File: config.mk
export PLATFORM = sky130hd
export DESIGN_NAME = port_pin_alternate_mux
export DESIGN_NICKNAME = d
export VERILOG_FILES = /design/src/hdl/port_mux_pkg.sv /design/src/hdl/port_pin_alternate_mux.sv /design/src/hdl/port_bank.sv
export VERILOG_INCLUDE_DIRS = /design/src /design/src/hdl
export SDC_FILE = /design/constraint.sdc
export NUM_CORES = 1
export LEC_CHECK = 0
export BUFFER_PORTS_ARGS = -buffer_cell sky130_fd_sc_hd__clkbuf_2
export CAP_MARGIN = 40
export CORE_AREA = 2 2 96 98
export DETAILED_ROUTE_END_ITERATION = 10
export DIE_AREA = 0 0 98 100
export GPL_ROUTABILITY_DRIVEN = 0
export GPL_TIMING_DRIVEN = 0
export PLACE_DENSITY = 0.8
export REMOVE_ABC_BUFFERS = 1
export SYNTH_ARGS = -nofsm -noshare
export SYNTH_HDL_FRONTEND = slang
export SYNTH_SLANG_ARGS = --single-unit
File: constraint.sdc
create_clock -name i_clk -period 1.2 [get_ports i_clk]
set_input_delay 0.06 -clock i_clk [delete_from_list [all_inputs] [get_ports i_clk]]
set_output_delay 0.06 -clock i_clk [all_outputs]
set_load 0.05 [all_outputs]
File: src/hdl/port_mux_params.svh
// Constants for the general-purpose port and alternate-function mux
`ifndef PORT_MUX_PARAMS_SVH
`define PORT_MUX_PARAMS_SVH
`define FIRST_PORT_WIDTH   8
`define SECOND_PORT_WIDTH  8
`define THIRD_PORT_WIDTH   3
`define DIR_RESET_8        8'h00
`define DIR_RESET_3        3'h0
`define DATA_RESET_8       8'h00
`define DATA_RESET_3       3'h0
`define EVENT_BIT          3
`define DISPLAY_CLK_BIT    6
`define TONE_BIT           3
`define CMP_LOW_BIT        4
`define KEYSCAN_RESET      8'hff
`endif

File: src/hdl/port_mux_pkg.sv
// Types shared by the port mux design
package port_mux_pkg;
	// Role of a shared second-port pin
	typedef enum logic {
		ROLE_KEYSCAN = 1'b0,
		ROLE_ALT     = 1'b1
	} pin_role_t;
endpackage

File: src/hdl/port_pin_alternate_mux.sv
// Three general-purpose ports with alternate-function routing
`timescale 1ns/1ps
`default_nettype none
`include "port_mux_params.svh"
module port_pin_alternate_mux
	import port_mux_pkg::*;
#(
	parameter int FIRST_W  = `FIRST_PORT_WIDTH,
	parameter int SECOND_W = `SECOND_PORT_WIDTH,
	parameter int THIRD_W  = `THIRD_PORT_WIDTH
) (
	input  wire logic                i_clk,
	input  wire logic                i_rst_n,
	// Software side: direction and data writes per port
	input  wire logic                i_first_dir_we,
	input  wire logic                i_first_data_we,
	input  wire logic                i_second_dir_we,
	input  wire logic                i_second_data_we,
	input  wire logic                i_third_dir_we,
	input  wire logic                i_third_data_we,
	input  wire logic [7:0]          i_wdata,
	// Alternate-function controls from peripherals
	input  wire logic                i_display_clk_en,
	input  wire logic                i_display_clock,
	input  wire logic                i_tone_en,
	input  wire logic                i_tone,
	input  wire logic [3:0]          i_cmp_sel,
	// Pads
	input  wire logic [FIRST_W-1:0]  i_first_port,
	input  wire logic [SECOND_W-1:0] i_second_port,
	input  wire logic [THIRD_W-1:0]  i_third_port,
	output logic      [FIRST_W-1:0]  o_first_port,
	output logic      [FIRST_W-1:0]  o_first_port_oe,
	output logic      [SECOND_W-1:0] o_second_port,
	output logic      [SECOND_W-1:0] o_second_port_oe,
	output logic      [THIRD_W-1:0]  o_third_port,
	output logic      [THIRD_W-1:0]  o_third_port_oe,
	// Read-back of pin levels
	output logic      [FIRST_W-1:0]  o_first_read,
	output logic      [SECOND_W-1:0] o_second_read,
	output logic      [THIRD_W-1:0]  o_third_read,
	// Alternate-function inputs toward peripherals
	output logic      [2:0]          o_ext_irq,
	output logic                     o_event_count_in,
	output logic      [7:0]          o_keyscan_in,
	output logic      [3:0]          o_comparator_in
);
	initial begin
		if (FIRST_W != 8 || SECOND_W != 8 || THIRD_W != 3)
			$error("port widths must be 8, 8 and 3");
	end

	logic [FIRST_W-1:0]  first_dir;
	logic [FIRST_W-1:0]  first_data;
	logic [FIRST_W-1:0]  first_pin;
	logic [SECOND_W-1:0] second_dir;
	logic [SECOND_W-1:0] second_data;
	logic [SECOND_W-1:0] second_pin;
	logic [THIRD_W-1:0]  third_dir;
	logic [THIRD_W-1:0]  third_data;
	logic [THIRD_W-1:0]  third_pin;
	logic [FIRST_W-1:0]  next_first_out;
	logic [FIRST_W-1:0]  next_first_oe;
	logic [SECOND_W-1:0] next_second_out;
	logic [SECOND_W-1:0] next_second_oe;
	pin_role_t [3:0]     cmp_role;

	port_bank #(.WIDTH(FIRST_W)) u_first (
		.i_clk        (i_clk),
		.i_rst_n      (i_rst_n),
		.i_dir_we     (i_first_dir_we),
		.i_dir_wdata  (i_wdata[FIRST_W-1:0]),
		.i_data_we    (i_first_data_we),
		.i_data_wdata (i_wdata[FIRST_W-1:0]),
		.i_pad_in     (i_first_port),
		.o_dir        (first_dir),
		.o_data       (first_data),
		.o_pin_in     (first_pin)
	);

	port_bank #(.WIDTH(SECOND_W)) u_second (
		.i_clk        (i_clk),
		.i_rst_n      (i_rst_n),
		.i_dir_we     (i_second_dir_we),
		.i_dir_wdata  (i_wdata[SECOND_W-1:0]),
		.i_data_we    (i_second_data_we),
		.i_data_wdata (i_wdata[SECOND_W-1:0]),
		.i_pad_in     (i_second_port),
		.o_dir        (second_dir),
		.o_data       (second_data),
		.o_pin_in     (second_pin)
	);

	port_bank #(.WIDTH(THIRD_W)) u_third (
		.i_clk        (i_clk),
		.i_rst_n      (i_rst_n),
		.i_dir_we     (i_third_dir_we),
		.i_dir_wdata  (i_wdata[THIRD_W-1:0]),
		.i_data_we    (i_third_data_we),
		.i_data_wdata (i_wdata[THIRD_W-1:0]),
		.i_pad_in     (i_third_port),
		.o_dir        (third_dir),
		.o_data       (third_data),
		.o_pin_in     (third_pin)
	);

	// First port drive; display clock overrides data on its pin
	always_comb begin
		next_first_out = first_data;
		next_first_oe  = first_dir;
		if (i_display_clk_en) begin
			next_first_out[`DISPLAY_CLK_BIT] = i_display_clock;
			next_first_oe[`DISPLAY_CLK_BIT]  = 1'b1;
		end
	end

	// Second port drive; tone takes its pin only while enabled
	always_comb begin
		next_second_out = second_data;
		next_second_oe  = second_dir;
		if (i_tone_en) begin
			next_second_out[`TONE_BIT] = i_tone;
			next_second_oe[`TONE_BIT]  = 1'b1;
		end
	end

	// Pad drive registered so outputs come straight from flops
	always_ff @(posedge i_clk or negedge i_rst_n) begin
		if (!i_rst_n) begin
			o_first_port     <= `DATA_RESET_8;
			o_first_port_oe  <= `DIR_RESET_8;
			o_second_port    <= `DATA_RESET_8;
			o_second_port_oe <= `DIR_RESET_8;
			o_third_port     <= `DATA_RESET_3;
			o_third_port_oe  <= `DIR_RESET_3;
		end else begin
			o_first_port     <= next_first_out;
			o_first_port_oe  <= next_first_oe;
			o_second_port    <= next_second_out;
			o_second_port_oe <= next_second_oe;
			o_third_port     <= third_data;
			o_third_port_oe  <= third_dir;
		end
	end

	// Read-back always sees the pad, whatever role it plays
	// read-back ignores roles
	always_ff @(posedge i_clk or negedge i_rst_n) begin
		if (!i_rst_n) begin
			o_first_read  <= '0;
			o_second_read <= '0;
			o_third_read  <= '0;
		end else begin
			o_first_read  <= first_pin;
			o_second_read <= second_pin;
			o_third_read  <= third_pin;
		end
	end

	always_ff @(posedge i_clk or negedge i_rst_n) begin
		if (!i_rst_n) begin
			o_ext_irq        <= 3'h0;
			o_event_count_in <= 1'b0;
		end else begin
			o_ext_irq        <= first_pin[2:0];
			o_event_count_in <= first_pin[`EVENT_BIT];
		end
	end

	// Role of each comparator-capable pin
	genvar g;
	generate
		for (g = 0; g < 4; g++) begin : g_cmp_role
			assign cmp_role[g] = i_cmp_sel[g] ? ROLE_ALT : ROLE_KEYSCAN;
		end
	endgenerate

	// key-scan taps; a pin in its other role reads released (high)
	always_ff @(posedge i_clk or negedge i_rst_n) begin
		if (!i_rst_n) begin
			o_keyscan_in    <= `KEYSCAN_RESET;
			o_comparator_in <= 4'h0;
		end else begin
			o_keyscan_in[2:0] <= second_pin[2:0];
			o_keyscan_in[3]   <= i_tone_en ? 1'b1 : second_pin[`TONE_BIT];
			for (int k = 0; k < 4; k++) begin
				o_keyscan_in[`CMP_LOW_BIT+k] <= (cmp_role[k] == ROLE_ALT) ?
					1'b1 : second_pin[`CMP_LOW_BIT+k];
				o_comparator_in[k] <= (cmp_role[k] == ROLE_ALT) ?
					second_pin[`CMP_LOW_BIT+k] : 1'b0;
			end
		end
	end

	dir_reset_a: assert property (@(posedge i_clk)
		$rose(i_rst_n) |-> (o_first_port_oe == 8'h00 && o_second_port_oe == 8'h00
			&& o_third_port_oe == 3'h0))
		else $error("pin enabled right after reset");

	first_dir_a: assert property (@(posedge i_clk) disable iff (!i_rst_n)
		i_first_dir_we && !i_display_clk_en ##1 !i_display_clk_en |=>
		o_first_port_oe == $past(i_wdata, 2))
		else $error("first port enable does not follow direction write");

	second_dir_a: assert property (@(posedge i_clk) disable iff (!i_rst_n)
		i_second_dir_we && !i_tone_en ##1 !i_tone_en |=>
		o_second_port_oe == $past(i_wdata, 2))
		else $error("second port enable does not follow direction write");

	third_dir_a: assert property (@(posedge i_clk) disable iff (!i_rst_n)
		i_third_dir_we |-> ##2 o_third_port_oe == $past(i_wdata[2:0], 2))
		else $error("third port enable does not follow direction write");

	// interrupt lines track pins
	// Start only once reset is sampled high: the pin flop still clears on the release edge
	ext_irq_a: assert property (@(posedge i_clk) disable iff (!i_rst_n)
		i_rst_n |-> ##2 o_ext_irq == $past(i_first_port[2:0], 2))
		else $error("interrupt lines do not follow pins");

	disp_clk_a: assert property (@(posedge i_clk) disable iff (!i_rst_n)
		i_rst_n && i_display_clk_en |=>
		o_first_port_oe[6] && o_first_port[6] == $past(i_display_clock))
		else $error("display clock not on pin");

	keyscan_a: assert property (@(posedge i_clk) disable iff (!i_rst_n)
		i_rst_n |-> ##2 o_keyscan_in[2:0] == $past(i_second_port[2:0], 2))
		else $error("key-scan low bits do not follow pins");

	tone_pin_a: assert property (@(posedge i_clk) disable iff (!i_rst_n)
		i_rst_n && i_tone_en |=> o_second_port_oe[3] && o_second_port[3] == $past(i_tone))
		else $error("tone not on pin");

	cmp_route_a: assert property (@(posedge i_clk) disable iff (!i_rst_n)
		i_rst_n && i_cmp_sel[0] ##1 i_cmp_sel[0] |=>
		o_comparator_in[0] == $past(i_second_port[4], 2)
		&& o_keyscan_in[4])
		else $error("comparator role misrouted");

	readback_a: assert property (@(posedge i_clk) disable iff (!i_rst_n)
		i_rst_n |-> ##2 o_second_read == $past(i_second_port, 2))
		else $error("read-back disturbed by alternate role");
endmodule // port_pin_alternate_mux
`default_nettype wire

File: src/hdl/port_bank.sv
// One bidirectional port bank: direction and data latches plus pad signals
`timescale 1ns/1ps
`default_nettype none
module port_bank #(
	parameter int WIDTH = 8
) (
	input  wire logic             i_clk,
	input  wire logic             i_rst_n,
	input  wire logic             i_dir_we,
	input  wire logic [WIDTH-1:0] i_dir_wdata,
	input  wire logic             i_data_we,
	input  wire logic [WIDTH-1:0] i_data_wdata,
	input  wire logic [WIDTH-1:0] i_pad_in,
	output logic      [WIDTH-1:0] o_dir,
	output logic      [WIDTH-1:0] o_data,
	output logic      [WIDTH-1:0] o_pin_in
);
	initial begin
		if (WIDTH < 1 || WIDTH > 8)
			$error("port_bank width out of range");
	end

	// Direction latch, cleared so pins float as inputs after reset
	// direction clears at reset
	always_ff @(posedge i_clk or negedge i_rst_n) begin
		if (!i_rst_n)
			o_dir <= '0;
		else if (i_dir_we)
			o_dir <= i_dir_wdata;
	end

	// Output data latch
	always_ff @(posedge i_clk or negedge i_rst_n) begin
		if (!i_rst_n)
			o_data <= '0;
		else if (i_data_we)
			o_data <= i_data_wdata;
	end

	// Registered pin sample, one cycle of latency
	always_ff @(posedge i_clk or negedge i_rst_n) begin
		if (!i_rst_n)
			o_pin_in <= '0;
		else
			o_pin_in <= i_pad_in;
	end
endmodule // port_bank
`default_nettype wire

; Word level (Yosys, flattened, before mapping)
; Cells that the tools add are included.
[totals]
regBits = 130
in_bits = 43
wordCells = 39
[classes]
n_mux = 17
[ops]
columns = cell, count
row1 = $mux W1, 17

; Longest topological paths before layout
[depth]
ltp_word = 2
ltp_mapped = 2

; Modules after synthesis
; Synthesis repeated with hierarchy kept, for this count alone.
[hier_totals]
hier_cells = 185
area_unflattened_um2 = 3885.0
[by_module_without_submodules]
columns = module, area_each_um2, instances, cells_each, seq_area_each_um2
row1 = port_pin_alternate_mux, 1865.5, 1, 86, 1736.7
row2 = port_bank (u_first ...), 863.3, 2, 42, 600.6
row3 = port_bank (u_third), 292.8, 1, 15, 225.2

; Worst setup path after synthesis
; No wires, ideal clock.
[synth_path]
path_kind = register to output
startpoint = register o_ext_irq[0] (netlist name)
endpoint = output o_first_read[0]
stages_incl_launch_ff = 2
path_buffers = 1
t_required_ns = 1.140
arrival_ns = 0.886
path_slack_ns = 0.254
cell_sequence = dfrtp_1 > buf_4
[synth_rtl]
columns = item, line
row1 = "end, declared", port_pin_alternate_mux.sv:39  ; output logic [FIRST_W-1:0] o_first_read,

; Final worst setup path
[layout_path]
startpoint = register o_keyscan_in[7]
endpoint = output o_keyscan_in[7]
[layout_rtl]
columns = item, line
row1 = "start, declared", port_pin_alternate_mux.sv:45  ; output logic [7:0] o_keyscan_in,
row2 = "start signal, assigned", port_pin_alternate_mux.sv:181  ; o_keyscan_in <= `KEYSCAN_RESET;
row3 = "start signal, assigned by index", port_pin_alternate_mux.sv:187  ; o_keyscan_in[`CMP_LOW_BIT+k] <= (cmp_role[k] == ROLE_ALT) ?
; No word-level cell between the ends.

==> run metrics <==
status finished with violations; failing checks negative setup slack; drt wl/cell about 16 um; core area a little under 9000 um2; Max H-tree Level 4; TritonCTS Buffers 17; dpl cells slightly above 400; Area growth syn-to-layout 46.8%; I/O pin total about 120; Multi-input gate area 639 um2; # rows 35; chip width between 90 and 100 um; initial antenna violation count 0; top post-synthesis cells by area dfrtp_1 76%, mux2_4 12%, dfstp_2 5.4%; r2r worst-path depth 1; crit-path max cell delay between 500 and 600 ps; clock slew seen by the registers of the worst setup and hold paths around 60 ps; Crit Path Max Fanout 1; diode count 0; # fillers 651; vias in the first global route roughly 2300; Synth Flop Type dfrtp_1; sequential fraction of the synthesis area roughly four fifths; cell taking the most area after synthesis dfrtp_1; post-route ant nets 0; die area approximately 9800 um2; Clk Latency, worst-skew pair 490 ps; CTS tree done; CP delay by family, top flip-flops; Placed Area about 4600 um2; DR iter-0 viols 33; post-synth top area share 76.2%; Cell Pwr Density 1990 nW/um2; Yosys reg bits between 100 and 150; DR vias/cell 4.42; Tightest Pin Transition 423 ps; WP buf/inv 1; Mapped Cells ~190; top cells by instance count after synthesis 118 x dfrtp_1, 32 x mux2_4, 8 x dfstp_2, 8 x mux2_2, 7 x or2_2; DR DRC count 0; CTS Root Cell clkbuf_8; min cycle time layout about 1300 ps; Max clock buf depth 2; crit path cell chain clkbuf_16; Tcrit/Tclk final 104%; number of synthesized flops with an enable pin 0; Syn Std Cell Area 3880 um2; Die Ht roughly 100 um; starting density of the core 43.6%; grt total ovfl 0; Max Clock Freq approximately 800 MHz; ys async rst share 100%; Hold Path Class in -> async; Post-DP HPWL about 4600 um; Worst Path Required between 1000 and 1500 ps; pin count of the biggest net entering global routing ~90; Final setup viols 8; leakage power figure approximately 2.8 nW; first-pass iteration count of the detailed router 4; GRT Util Overall between 10% and 20%; YS warnings 0; register area 3160 um2; WL final between 7000 and 8000 um; RSZ-0062 raised after global routing true; Crit-path slowest cell dfstp_2; Clock Sinks 126; Finished Cell Area ~5700 um2; first-pass GRT wire length around 12000 um; Final Hold Fails 0; relative slew slack a little under three quarters; most frequent cell after synthesis dfrtp_1; fin cells 474; via count roughly 2100; WS Path Type reg -> out; Final #Nets 393; max-cap viol count 0; crit end category primary output; worst endpoint data arrival time approximately 1200 ps; PortBufs approximately 120; Worst path depth 1; average cell area after synthesis between 20 and 25 um2; Setup WS post-layout -52.0 ps; Max VDD drop between 800 and 900 uV; Yosys cell types 8; count of pins over their slew limit 0; Worst setup SP type flip-flop; skew final between 6 and 7 ps; share of cells above drive strength 1 around 56%
## power by group
group / switching (W) / internal [W] / total [W]
logic: 0.000981 / 0.000512 / 0.00149
clock network: 0.00190 / 0.00321 / 0.00511
registers: 0.000148 / 0.00460 / 0.00475
## logic make-up (layout without fill, tap and decap cells)
| logic type | Yosys count | count (layout) | synth area share [%] |
|---|---|---|---|
| and+or+nand+nor | 11 | 11 | 1.77 |
| DFF | 126 | 126 | 81.6 |
| muxes | 40 | 40 | 14.7 |
| buffers and inverters | 8 | 186 | 1.94 |
## per-layer routing
metal / share of wire [%] / track usage [%] / vias to the layer above / wire [um]
met5: 0 / 0 / - / 0
met4: 0.82 / 6.09 / 0 / 63
met3: 5.2 / 4.81 / 7 / 399
met2: 55 / 29.1 / 75 / 4230
met1: 39 / 19.3 / 1072 / 3020
li1: - / - / 942 / -
## metrics by stage
step	utilization, %	hold WS [ps]	setup WS, ps	power [W]	TNS (ps)
6_report	64.0	42.6	-52.0	0.0114	-270
5_1_grt	64.0	59.1	-93.4	0.0118	-620
4_1_cts	63.9	30.1	-76.5	0.0115	-539
3_5_place_dp	51.2	-10.9	316	0.00616	0
3_3_place_gp	50.8	168	-1600	0.00610	-194050
2_1_floorplan	-	-236	257	0.00568	0
## final timing paths
check | startpoint | end | slack [ps]
setup / recovery | o_keyscan_in[7]$_DFF_PN1_ | o_keyscan_in[7] | -50
min in group i_clk | i_first_data_we | u_first.o_data[4]$_DFFE_PN0P_ | 120
hold / removal | i_rst_n | u_second.o_pin_in[5]$_DFF_PN0_ | 40
max in group asynchronous | i_rst_n | o_keyscan_in[3]$_DFF_PN1_ | 440
hold reg to reg | u_third.o_pin_in[1]$_DFF_PN0_ | o_third_read[1]$_DFF_PN0_ | 350
setup reg to reg | u_second.o_data[3]$_DFFE_PN0P_ | u_second.o_data[3]$_DFFE_PN0P_ | 410
## area by class of cell
type / count / area share, %
Clock inverter: 14 / 3.21
Clock buffer: 18 / 7.34
Tap cell: 111 / 2.44
Timing Repair Buffer: 154 / 20.2
Multi-Input combinational cell: 51 / 11.2
Sequential cell: 126 / 55.6
## repair_timing
item                       4_1_cts  5_1_grt
pin swaps                        0        0
hold endpoints to repair       190        0
gates cloned                     0        0
setup buffers                    0        0
setup endpoints to repair       17       28
hold buffers                    38        0
gates resized for setup         30       25
## cells in the final DEF (no fill, tap or decap), drive strengths merged
cell	count
dfrtp	118
clkbuf	112
mux2	40
dlygate4sd3	38
buf	22
dfstp	8
or2	7
inv	5
and2	4
clkinv	4
bufinv	3
clkinvlp	2
Note: power is estimated with default switching activity, not from simulation.
